$ cat src/common/cfg_consts.svh
// Purpose: Constants for the charge flag and discharge gauging block
// Assumes: 32-bit plain register port, byte addressing
// Notes:   Offsets are byte addresses of aligned words
// Overview of operation
// - Full flag clears when soc at/below threshold
// - Full flag sets when soc at/above threshold
// - Full flag clears when voltage at/below threshold
// - Full flag sets when voltage at/above threshold
// - Empty flag clears when soc at/above threshold
// - Empty flag sets when soc at/below threshold
// - Empty flag clears when voltage at/above threshold
// - Empty flag sets when voltage at/below threshold
// - Smoothing to final threshold needs all controls
// - Learning optionally needs prior full charge
// - Learned capacity capped at design capacity
// - Fixed or dynamic final threshold when compensated
// - Charger type selects learning optimisation
// - Compensation bit picks model or fixed thresholds
// - Sync remaining to full capacity at termination
// - Uncompensated mode uses stored fixed thresholds
// - Highest threshold follows battery low setting when compensated
// - Overload current halts threshold detection
// - Learning disqualified below low temperature limit
// - Near full capacity starts qualified discharge
// - Report zero remaining while reserve remains
// - Cycle counted per capacity times percentage
// - Termination sets gauging full charge bit
`ifndef CFG_CONSTS_SVH
`define CFG_CONSTS_SVH
`define CFG_OFS_FLAG_CFG     8'h00
`define CFG_OFS_GAUGE_CFG    8'h04
`define CFG_OFS_STATUS       8'h08
`define CFG_OFS_FIX_FINAL_DISCHARGE_THRESHOLD     8'h0C
`define CFG_OFS_FIX_EDV1     8'h10
`define CFG_OFS_FIX_HIGHEST_DISCHARGE_THRESHOLD     8'h14
`define CFG_OFS_FC_SOC       8'h18
`define CFG_OFS_FD_SOC       8'h1C
`define CFG_OFS_FC_VOLT      8'h20
`define CFG_OFS_FD_VOLT      8'h24
`define CFG_OFS_LIMITS       8'h28
`define CFG_OFS_NEAR_FULL    8'h3C
`define CFG_OFS_RESERVE      8'h40
`define CFG_FLAG_CFG_RST     8'h8C
`define CFG_GAUGE_CFG_RST    16'h0000
`define CFG_FC_SET_SOC_RST   8'h64
`define CFG_FC_CLR_SOC_RST   8'h5F
`define CFG_FD_SET_SOC_RST   8'h00
`define CFG_FD_CLR_SOC_RST   8'h05
`define CFG_B_STAT_GFC       2
`define CFG_B_FC_CLR_SOC     7
`define CFG_B_FC_SET_SOC     6
`define CFG_B_FC_CLR_V       5
`define CFG_B_FC_SET_V       4
`define CFG_B_FD_CLR_SOC     3
`define CFG_B_FD_SET_SOC     2
`define CFG_B_FD_CLR_V       1
`define CFG_B_FD_SET_V       0
`define CFG_B_SMOOTH0        12
`define CFG_B_LEARN_FC       10
`define CFG_B_LEARNED_CAPACITY_CAP_EN      8
`define CFG_B_FIXED_FINAL_THRESHOLD_SEL     5
`define CFG_B_CHARGER        4
`define CFG_B_COMP           3
`define CFG_B_CAPACITY_SYNC_EN          1
`define CFG_B_CCT            0
`define CFG_GAUGE_CFG_MASK   16'h153B
`endif

$ cat src/common/cfg_pkg.sv
// Purpose: Types for the charge flag and discharge gauging block
// Assumes: Constants live in cfg_consts.svh
// Notes:   Learning state enumeration and a 16-bit word type
package cfg_pkg;
    typedef enum logic [1:0] {CFG_LRN_IDLE, CFG_LRN_ARMED, CFG_LRN_RUN} cfg_lrn_e;
    typedef logic [15:0] cfg_word_t;
endpackage : cfg_pkg

$ cat src/rtl/cfg_flag_gauge.sv
// Purpose: Full/empty flag logic and discharge gauging configuration
// Assumes: Measurement inputs synchronous, valid strobe per new result
// Notes:   Arithmetic of compensation model is outside; this block steers it
//
// The address-and-strobe port and the register addresses were decided locally.
`timescale 1ns/1ps
`include "cfg_consts.svh"
module cfg_flag_gauge #(
    parameter int W = 16
) (
    input  wire logic          mclk_in,
    input  wire logic          rstn_in,
    input  wire logic          ce_in,
    input  wire logic [7:0]    addr_in,
    input  wire logic [31:0]   wdata_in,
    input  wire logic          wr_in,
    input  wire logic          rd_in,
    output logic      [31:0]   rdata_out,
    input  wire logic          meas_valid_in,
    input  wire logic [7:0]    soc_in,
    input  wire logic [W-1:0]  volt_in,
    input  wire logic [W-1:0]  dsg_current_in,
    input  wire logic [W-1:0]  temp_in,
    input  wire logic [W-1:0]  remcap_in,
    input  wire logic [W-1:0]  fcc_learned_in,
    input  wire logic [W-1:0]  design_cap_in,
    input  wire logic [W-1:0]  model_final_discharge_threshold_in,
    input  wire logic [W-1:0]  model_edv1_in,
    input  wire logic [W-1:0]  model_highest_discharge_threshold_in,
    input  wire logic [W-1:0]  battery_low_edv_in,
    input  wire logic          smoothing_enable_ctl_in,
    input  wire logic          smoothing_extension_ctl_in,
    input  wire logic          charge_term_in,
    input  wire logic          discharging_in,
    output logic               full_charge_flag_out,
    output logic               full_discharge_flag_out,
    output logic               gauge_full_charge_out,
    output logic [W-1:0]       final_discharge_threshold_out,
    output logic [W-1:0]       edv1_out,
    output logic [W-1:0]       highest_discharge_threshold_out,
    output logic               edv_detect_en_out,
    output logic               smooth_final_out,
    output logic               qualified_discharge_out,
    output logic [W-1:0]       fcc_out,
    output logic               remcap_load_out,
    output logic [W-1:0]       remcap_report_out,
    output logic               cycle_base_fcc_out,
    output logic               charger_indep_out
);
    import cfg_pkg::*;

    // Upper thresholds sit in bits 31:16, so W beyond 16 cannot be served
    if (W < 8 || W > 16)
    begin : g_w_check
        $error("W must lie in 8..16");
    end

    logic [7:0]   flag_cfg_reg;
    logic [15:0]  gauge_cfg_reg;
    logic [W-1:0] fix0_reg, fix1_reg, fix2_reg;
    logic [7:0]   fc_set_soc_reg, fc_clr_soc_reg, fd_set_soc_reg, fd_clr_soc_reg;
    logic [W-1:0] fc_set_v_reg, fc_clr_v_reg, fd_set_v_reg, fd_clr_v_reg;
    logic [W-1:0] overload_reg, low_temp_reg, near_full_reg, reserve_reg;
    logic         fc_reg, fd_reg, gfc_reg, seen_full_reg, qual_reg;
    cfg_lrn_e     lrn_reg;
    logic         fc_next, fd_next;
    logic         fc_set, fc_clr, fd_set, fd_clr;

    // Register writes
    always_ff @(posedge mclk_in or negedge rstn_in)
    begin
        if (!rstn_in)
        begin
            flag_cfg_reg   <= `CFG_FLAG_CFG_RST;
            gauge_cfg_reg  <= `CFG_GAUGE_CFG_RST;
            fix0_reg       <= '0;
            fix1_reg       <= '0;
            fix2_reg       <= '0;
            fc_set_soc_reg <= `CFG_FC_SET_SOC_RST;
            fc_clr_soc_reg <= `CFG_FC_CLR_SOC_RST;
            fd_set_soc_reg <= `CFG_FD_SET_SOC_RST;
            fd_clr_soc_reg <= `CFG_FD_CLR_SOC_RST;
            fc_set_v_reg   <= '1;
            fc_clr_v_reg   <= '0;
            fd_set_v_reg   <= '0;
            fd_clr_v_reg   <= '1;
            overload_reg   <= '1;
            low_temp_reg   <= '0;
            near_full_reg  <= '0;
            reserve_reg    <= '0;
        end
        else if (ce_in && wr_in)
        begin
            case (addr_in)
                `CFG_OFS_FLAG_CFG:  flag_cfg_reg <= wdata_in[7:0];
                `CFG_OFS_GAUGE_CFG: gauge_cfg_reg <= wdata_in[15:0] & `CFG_GAUGE_CFG_MASK;
                `CFG_OFS_FIX_FINAL_DISCHARGE_THRESHOLD:  fix0_reg <= wdata_in[W-1:0];
                `CFG_OFS_FIX_EDV1:  fix1_reg <= wdata_in[W-1:0];
                `CFG_OFS_FIX_HIGHEST_DISCHARGE_THRESHOLD:  fix2_reg <= wdata_in[W-1:0];
                `CFG_OFS_FC_SOC:
                begin
                    fc_set_soc_reg <= wdata_in[7:0];
                    fc_clr_soc_reg <= wdata_in[15:8];
                end
                `CFG_OFS_FD_SOC:
                begin
                    fd_set_soc_reg <= wdata_in[7:0];
                    fd_clr_soc_reg <= wdata_in[15:8];
                end
                `CFG_OFS_FC_VOLT:
                begin
                    fc_set_v_reg <= wdata_in[W-1:0];
                    fc_clr_v_reg <= wdata_in[16 +: W] ;
                end
                `CFG_OFS_FD_VOLT:
                begin
                    fd_set_v_reg <= wdata_in[W-1:0];
                    fd_clr_v_reg <= wdata_in[16 +: W];
                end
                `CFG_OFS_LIMITS:
                begin
                    overload_reg  <= wdata_in[W-1:0];
                    low_temp_reg  <= wdata_in[16 +: W];
                end
                `CFG_OFS_NEAR_FULL: near_full_reg <= wdata_in[W-1:0];
                `CFG_OFS_RESERVE:   reserve_reg <= wdata_in[W-1:0];
                default: ;
            endcase
        end
    end

    // Flag condition terms
    always_comb
    begin
        fc_clr = flag_cfg_reg[`CFG_B_FC_CLR_SOC] && (soc_in <= fc_clr_soc_reg);
        fc_clr = fc_clr || (flag_cfg_reg[`CFG_B_FC_CLR_V] && (volt_in <= fc_clr_v_reg));
        fc_set = flag_cfg_reg[`CFG_B_FC_SET_SOC] && (soc_in >= fc_set_soc_reg);
        fc_set = fc_set || (flag_cfg_reg[`CFG_B_FC_SET_V] && (volt_in >= fc_set_v_reg));
        fd_clr = flag_cfg_reg[`CFG_B_FD_CLR_SOC] && (soc_in >= fd_clr_soc_reg);
        fd_clr = fd_clr || (flag_cfg_reg[`CFG_B_FD_CLR_V] && (volt_in >= fd_clr_v_reg));
        fd_set = flag_cfg_reg[`CFG_B_FD_SET_SOC] && (soc_in <= fd_set_soc_reg);
        fd_set = fd_set || (flag_cfg_reg[`CFG_B_FD_SET_V] && (volt_in <= fd_set_v_reg));
        fc_next = fc_reg;
        fd_next = fd_reg;
        if (meas_valid_in)
        begin
            if (fc_set)
                fc_next = 1'b1;
            else if (fc_clr)
                fc_next = 1'b0;
            if (fd_set)
                fd_next = 1'b1;
            else if (fd_clr)
                fd_next = 1'b0;
        end
    end

    // Status flags
    always_ff @(posedge mclk_in or negedge rstn_in)
    begin
        if (!rstn_in)
        begin
            fc_reg  <= 1'b0;
            fd_reg  <= 1'b0;
            gfc_reg <= 1'b0;
        end
        else if (ce_in)
        begin
            fc_reg <= fc_next;
            fd_reg <= fd_next;
            if (charge_term_in)
                gfc_reg <= 1'b1;
            else if (wr_in && addr_in == `CFG_OFS_STATUS && wdata_in[`CFG_B_STAT_GFC])
                gfc_reg <= 1'b0;
        end
    end

    // Learning qualification
    always_ff @(posedge mclk_in or negedge rstn_in)
    begin
        if (!rstn_in)
        begin
            lrn_reg       <= CFG_LRN_IDLE;
            seen_full_reg <= 1'b0;
            qual_reg      <= 1'b0;
        end
        else if (ce_in)
        begin
            if (charge_term_in)
                seen_full_reg <= 1'b1;
            case (lrn_reg)
                CFG_LRN_IDLE:
                begin
                    qual_reg <= 1'b0;
                    if (!gauge_cfg_reg[`CFG_B_LEARN_FC] || seen_full_reg)
                        lrn_reg <= CFG_LRN_ARMED;
                end
                CFG_LRN_ARMED:
                begin
                    // near full start, still gating it
                    if (discharging_in && remcap_in >= near_full_reg
                        && (!gauge_cfg_reg[`CFG_B_LEARN_FC] || seen_full_reg))
                    begin
                        lrn_reg  <= CFG_LRN_RUN;
                        qual_reg <= 1'b1;
                    end
                end
                CFG_LRN_RUN:
                begin
                    if (temp_in <= low_temp_reg)
                        qual_reg <= 1'b0;
                    if (charge_term_in)
                    begin
                        lrn_reg       <= CFG_LRN_IDLE;
                        seen_full_reg <= 1'b1;
                    end
                end
                default: lrn_reg <= CFG_LRN_IDLE;
            endcase
        end
    end

    // Threshold selection
    always_comb
    begin
        if (gauge_cfg_reg[`CFG_B_COMP])
        begin
            final_discharge_threshold_out = gauge_cfg_reg[`CFG_B_FIXED_FINAL_THRESHOLD_SEL] ? fix0_reg : model_final_discharge_threshold_in;
            edv1_out = model_edv1_in;
            highest_discharge_threshold_out = battery_low_edv_in;
        end
        else
        begin
            final_discharge_threshold_out = fix0_reg;
            edv1_out = fix1_reg;
            highest_discharge_threshold_out = fix2_reg;
        end
    end

    assign edv_detect_en_out = dsg_current_in <= overload_reg;
    assign smooth_final_out = gauge_cfg_reg[`CFG_B_SMOOTH0] && smoothing_enable_ctl_in
                              && smoothing_extension_ctl_in;
    assign fcc_out = (gauge_cfg_reg[`CFG_B_LEARNED_CAPACITY_CAP_EN] && fcc_learned_in > design_cap_in)
                     ? design_cap_in : fcc_learned_in;
    assign remcap_load_out = gauge_cfg_reg[`CFG_B_CAPACITY_SYNC_EN] && charge_term_in;
    assign remcap_report_out = (remcap_in <= reserve_reg) ? '0 : remcap_in - reserve_reg;
    assign cycle_base_fcc_out = gauge_cfg_reg[`CFG_B_CCT];
    assign charger_indep_out = gauge_cfg_reg[`CFG_B_CHARGER];
    assign full_charge_flag_out    = fc_reg;
    assign full_discharge_flag_out = fd_reg;
    assign gauge_full_charge_out   = gfc_reg;
    assign qualified_discharge_out = qual_reg;

    // Read data, one cycle after strobe
    always_ff @(posedge mclk_in or negedge rstn_in)
    begin
        if (!rstn_in)
            rdata_out <= '0;
        else if (ce_in)
        begin
            rdata_out <= '0;
            if (rd_in)
            begin
                case (addr_in)
                    `CFG_OFS_FLAG_CFG:  rdata_out <= {24'h000000, flag_cfg_reg};
                    `CFG_OFS_GAUGE_CFG: rdata_out <= {16'h0000, gauge_cfg_reg};
                    `CFG_OFS_STATUS:
                        rdata_out <= {28'h0000000, qual_reg, gfc_reg, fd_reg, fc_reg};
                    `CFG_OFS_FIX_FINAL_DISCHARGE_THRESHOLD:  rdata_out <= 32'(fix0_reg);
                    `CFG_OFS_FIX_EDV1:  rdata_out <= 32'(fix1_reg);
                    `CFG_OFS_FIX_HIGHEST_DISCHARGE_THRESHOLD:  rdata_out <= 32'(fix2_reg);
                    `CFG_OFS_FC_SOC:    rdata_out <= {16'h0000, fc_clr_soc_reg, fc_set_soc_reg};
                    `CFG_OFS_FD_SOC:    rdata_out <= {16'h0000, fd_clr_soc_reg, fd_set_soc_reg};
                    default:            rdata_out <= '0;
                endcase
            end
        end
    end

    full_hold_a: assert property (@(posedge mclk_in) disable iff (!rstn_in)
        ce_in && !meas_valid_in |=> $stable(fc_reg) && $stable(fd_reg))
        else $error("flag changed without result");
    full_set_soc_a: assert property (@(posedge mclk_in) disable iff (!rstn_in)
        ce_in && meas_valid_in && flag_cfg_reg[6] && soc_in >= fc_set_soc_reg |=> fc_reg)
        else $error("full flag not set");
    empty_set_soc_a: assert property (@(posedge mclk_in) disable iff (!rstn_in)
        ce_in && meas_valid_in && flag_cfg_reg[2] && soc_in <= fd_set_soc_reg |=> fd_reg)
        else $error("empty flag not set");
    full_clr_soc_a: assert property (@(posedge mclk_in) disable iff (!rstn_in)
        ce_in && meas_valid_in && !fc_set && flag_cfg_reg[7] && soc_in <= fc_clr_soc_reg
        |=> !fc_reg) else $error("full flag not cleared");
    term_full_a: assert property (@(posedge mclk_in) disable iff (!rstn_in)
        ce_in && charge_term_in |=> gfc_reg) else $error("gauging full missing");
    fcc_cap_a: assert property (@(posedge mclk_in) disable iff (!rstn_in)
        gauge_cfg_reg[8] |-> fcc_out <= design_cap_in) else $error("capacity over design");
    overload_a: assert property (@(posedge mclk_in) disable iff (!rstn_in)
        dsg_current_in > overload_reg |-> !edv_detect_en_out) else $error("detect in overload");
    fixed_thr_a: assert property (@(posedge mclk_in) disable iff (!rstn_in)
        !gauge_cfg_reg[3] |-> final_discharge_threshold_out == fix0_reg && highest_discharge_threshold_out == fix2_reg)
        else $error("fixed threshold wrong");
endmodule : cfg_flag_gauge

$ cat config.mk
export PLATFORM = sky130hd
export DESIGN_NAME = cfg_flag_gauge
export DESIGN_NICKNAME = d
export VERILOG_FILES = /design/src/common/cfg_pkg.sv /design/src/rtl/cfg_flag_gauge.sv
export VERILOG_INCLUDE_DIRS = /design/src /design/src/common
export SDC_FILE = /design/constraint.sdc
export NUM_CORES = 1
export LEC_CHECK = 0
export BUFFER_PORTS_ARGS = -buffer_cell sky130_fd_sc_hd__buf_2
export CORE_MARGIN = 2
export CORE_UTILIZATION = 25
export CTS_CLUSTER_SIZE = 12
export DETAILED_ROUTE_END_ITERATION = 12
export PLACE_DENSITY = 0.55
export REMOVE_ABC_BUFFERS = 1
export SKIP_LAST_GASP = 1
export SYNTH_ARGS = -nofsm -noshare
export SYNTH_HDL_FRONTEND = slang
export SYNTH_SLANG_ARGS = --single-unit
$ cat constraint.sdc
create_clock -name mclk_in -period 2.3 [get_ports mclk_in]
set_input_delay 0.115 -clock mclk_in [delete_from_list [all_inputs] [get_ports mclk_in]]
set_output_delay 0.115 -clock mclk_in [all_outputs]
set_load 0.005 [all_outputs]
==> flow_metrics.tcl <==
set metrics [dict create \
    yosysTopAreaCell "dfrtp_1" \
    fmax_ghz 0.3502 \
    status "finished with violations" \
    synthArstFlopShare 1.000 \
    setup.worst_path.end "remcap_report_out[3]" \
    place.gp.congestion 0.8740 \
    track_usage 0.1631 \
    clockPowerShare 0.444 \
    internal_power_mw 8.243 \
    grt_pass1_vias 12720 \
    dp_slack_ps -112.8 \
    synth_top_area_share 0.2970 \
    vias 12490 \
    worst_slack_ps -555.5 \
    die-height_um 253.7 \
    dp.cells 2565 \
    critical_path_class "flip-flop to primary output" \
    slew_violations 0 \
    cts_buffer_depth 3 \
    routedWlPerCell_um 20.42 \
    maxCapViolations 0 \
    r2r-start "fc_set_v_reg[0]" \
    cp_max_fo 6 \
    hold_viol_final 0 \
    fin_crit_ps 2856 \
    power.switching_mw 2.934 \
    grt_pass1_wl_um 78040 \
    worst_slew_pin_slew_ps 621.8 \
    drive_gt1_frac 0.4295 \
    drcViolationCount 0 \
    seq_power_share 0.412 \
    syn_avg_cell_area_um2 10.94 \
    firstDrtPassIters 5 \
    worstSetupStartpointType "flip-flop" \
    ir_worst_vdd_mv 0.4943 \
    dp_hpwl_um 41050 \
    cts_tree "done" \
    finalCritPeriodShare 1.242 \
    clock_latency_ps 560 \
    rows 91 \
    r2r_slack_ps 140 \
    finalSetupViolations 17 \
    io_pins 339 \
    cts.clk_slew.worst_paths_ps 60 \
    grt-ovfl-total 0 \
    synthCells 1425 \
    ys_warn_count 0 \
    whs_ps 72.34 \
    end_kind "primary output" \
    seq_area_frac_synth 0.4015 \
    area_delta_synth_final_pct 28.01 \
    ys_types 67 \
    cts.sinks 247 \
    die-width_um 253.7 \
    critical_path_arrival_ps 2740 \
    fin_nets 2181 \
    core_area_um2 61710 \
    final_common_cell "buf_2" \
    grt_max_degree 65 \
    vias_per_cell 4.703 \
    combPwrFrac 0.144 \
    worstReg2RegEnd "full_charge_flag_out" \
    power.density_nw_per_um2 560.1 \
    clockRootBuffer "clkbuf_16" \
    most-common-layout-cells "buf_2 (305), mux2_2 (243), dfrtp_1 (184), inv_1 (170), ha_1 (168)" \
    synth_edf_count 0 \
    portBuffers 306 \
    h-tree-depth 1 \
    fin_skew_ps 13.20 \
    cp-startpoint "reserve_reg[0]" \
    switching_share 0.2625 \
    ys_ff_latch 247 \
    start_util 0.2526 \
    drt_iter0_markers 588 \
    die-area_um2 64360 \
    power.leakage_nw 9.579 \
    violations "negative setup slack" \
    critPathRequiredTime_ps 2180 \
    numCtsBuffers 29 \
    stdcell_count 2655 \
    synth_area_um2 15590 \
    p_total_mw 11.18 \
    ff2ff_path_depth 8 \
    relSlewSlack 0.5840 \
    postRouteAntennaNets 0 \
    rsz0062_at_grt "yes" \
    netlist_top_cells_area "dfrtp_1 (30%), mux2_2 (18%), ha_1 (14%)" \
    holdCritPathClass "input pin to flip-flop" \
    synth-main-ff-cell "dfrtp_1" \
    wirelength_um 54230 \
    antenna_found_initial 22 \
]
## area by class of cell
| cell class | count | area, um^2 |
|---|---|---|
| Timing Repair Buffer | 384 | 2305 |
| Inverter | 175 | 656.9 |
| Antenna cell | 9 | 22.52 |
| Fill cell | 6271 | 41760 |
| Clock buffer | 39 | 813.3 |
| Tap cell | 837 | 1047 |
| Clock inverter | 15 | 209.0 |
| Multi-Input combinational cell | 949 | 8640 |
| Sequential cell | 247 | 6260 |
## worst min path at each step
stage / start / to / slack (ps) / cells past startpoint
final: remcap_in[15] / lrn_reg[0] / 70 / 5
after global routing: remcap_in[15] / lrn_reg[0] / 70 / 5
after CTS: remcap_in[15] / lrn_reg[0] / 30 / 5
after detailed placement: rstn_in / full_charge_flag_out / 120 / 1
after global placement: rstn_in / flag_cfg_reg[0] / 120 / 1
after floorplan: rstn_in / fc_clr_soc_reg[5] / -180 / 0
## worst max-delay path, cell delays in order (launching register included)
cell and delay [ps]:
dfrtp_1 350, ha_2 200, inv_2 40, fa_2 340, a211oi_2 260, o211ai_1 130
and2_4 190, nand3_4 90, o221ai_4 100, nand2_2 150, buf_6 150, nor2_1 50
buf_2 120
## synthesized netlist by cell type (all sizes together), types with 10 or more instances
| master | number |
|---|---|
| a21o | 48 |
| a21oi | 56 |
| a222oi | 10 |
| a22oi | 28 |
| buf | 48 |
| clkbuf | 21 |
| dfrtp | 185 |
| dfstp | 62 |
| ha | 176 |
| inv | 174 |
| mux2 | 273 |
| nand2 | 56 |
| nand2b | 13 |
| nand3 | 17 |
| nand4 | 34 |
| nor2 | 40 |
| nor2b | 13 |
| o211ai | 14 |
| o21a | 10 |
| o21ai | 45 |
| xnor2 | 11 |
## through the flow
step,util,TNS [ps],cell area [um^2]
after CTS,0.3194,-8949,19710
after floorplan,-,-163.4,15290
after global routing,0.3232,-11770,19940
after detailed placement,0.2976,-1408,18370
final,0.3233,-9073,19950
after global placement,0.2976,-927.2,18370
## what timing repair did
action                                  in CTS  in global routing
hold buffers                                20                  0
gates resized for setup                     29                 36
endpoints found under the hold margin      132                  0
setup buffers                                3                  2
gates cloned                                 1                  2
endpoints found under the setup margin      19                 22
pin swaps                                   12                 24
## cells by family (layout without fill, tap and decap cells)
group	Yosys count	after routing	synth area share
AO/OA/AOI/OAI	266	266	0.1160
XOR/XNOR	13	13	0.007305
adder cells (fa/ha/maj)	177	177	0.1426
buffers and inverters	244	613	0.06470
flip-flops	247	247	0.4015
multiplexers	273	273	0.1972
other	1	25	0.0002406
AND/OR/NAND/NOR	204	204	0.07048
## power groups by stage
stage,logic [mW],registers (mW),clock network (mW)
after CTS,1.59,4.61,5.10
after global placement,1.47,4.67,0
after global routing,1.81,4.62,5.27
after floorplan,0.715,4.63,0
final,1.61,4.60,4.96
after detailed placement,1.51,4.68,0
## metal layers
metal	global-route usage	wire [um]
met1	0.1990	22580
met2	0.2766	25650
met3	0.04240	3894
met4	0.05899	1931
met5	0	178
(Power assumes the default switching activity.)
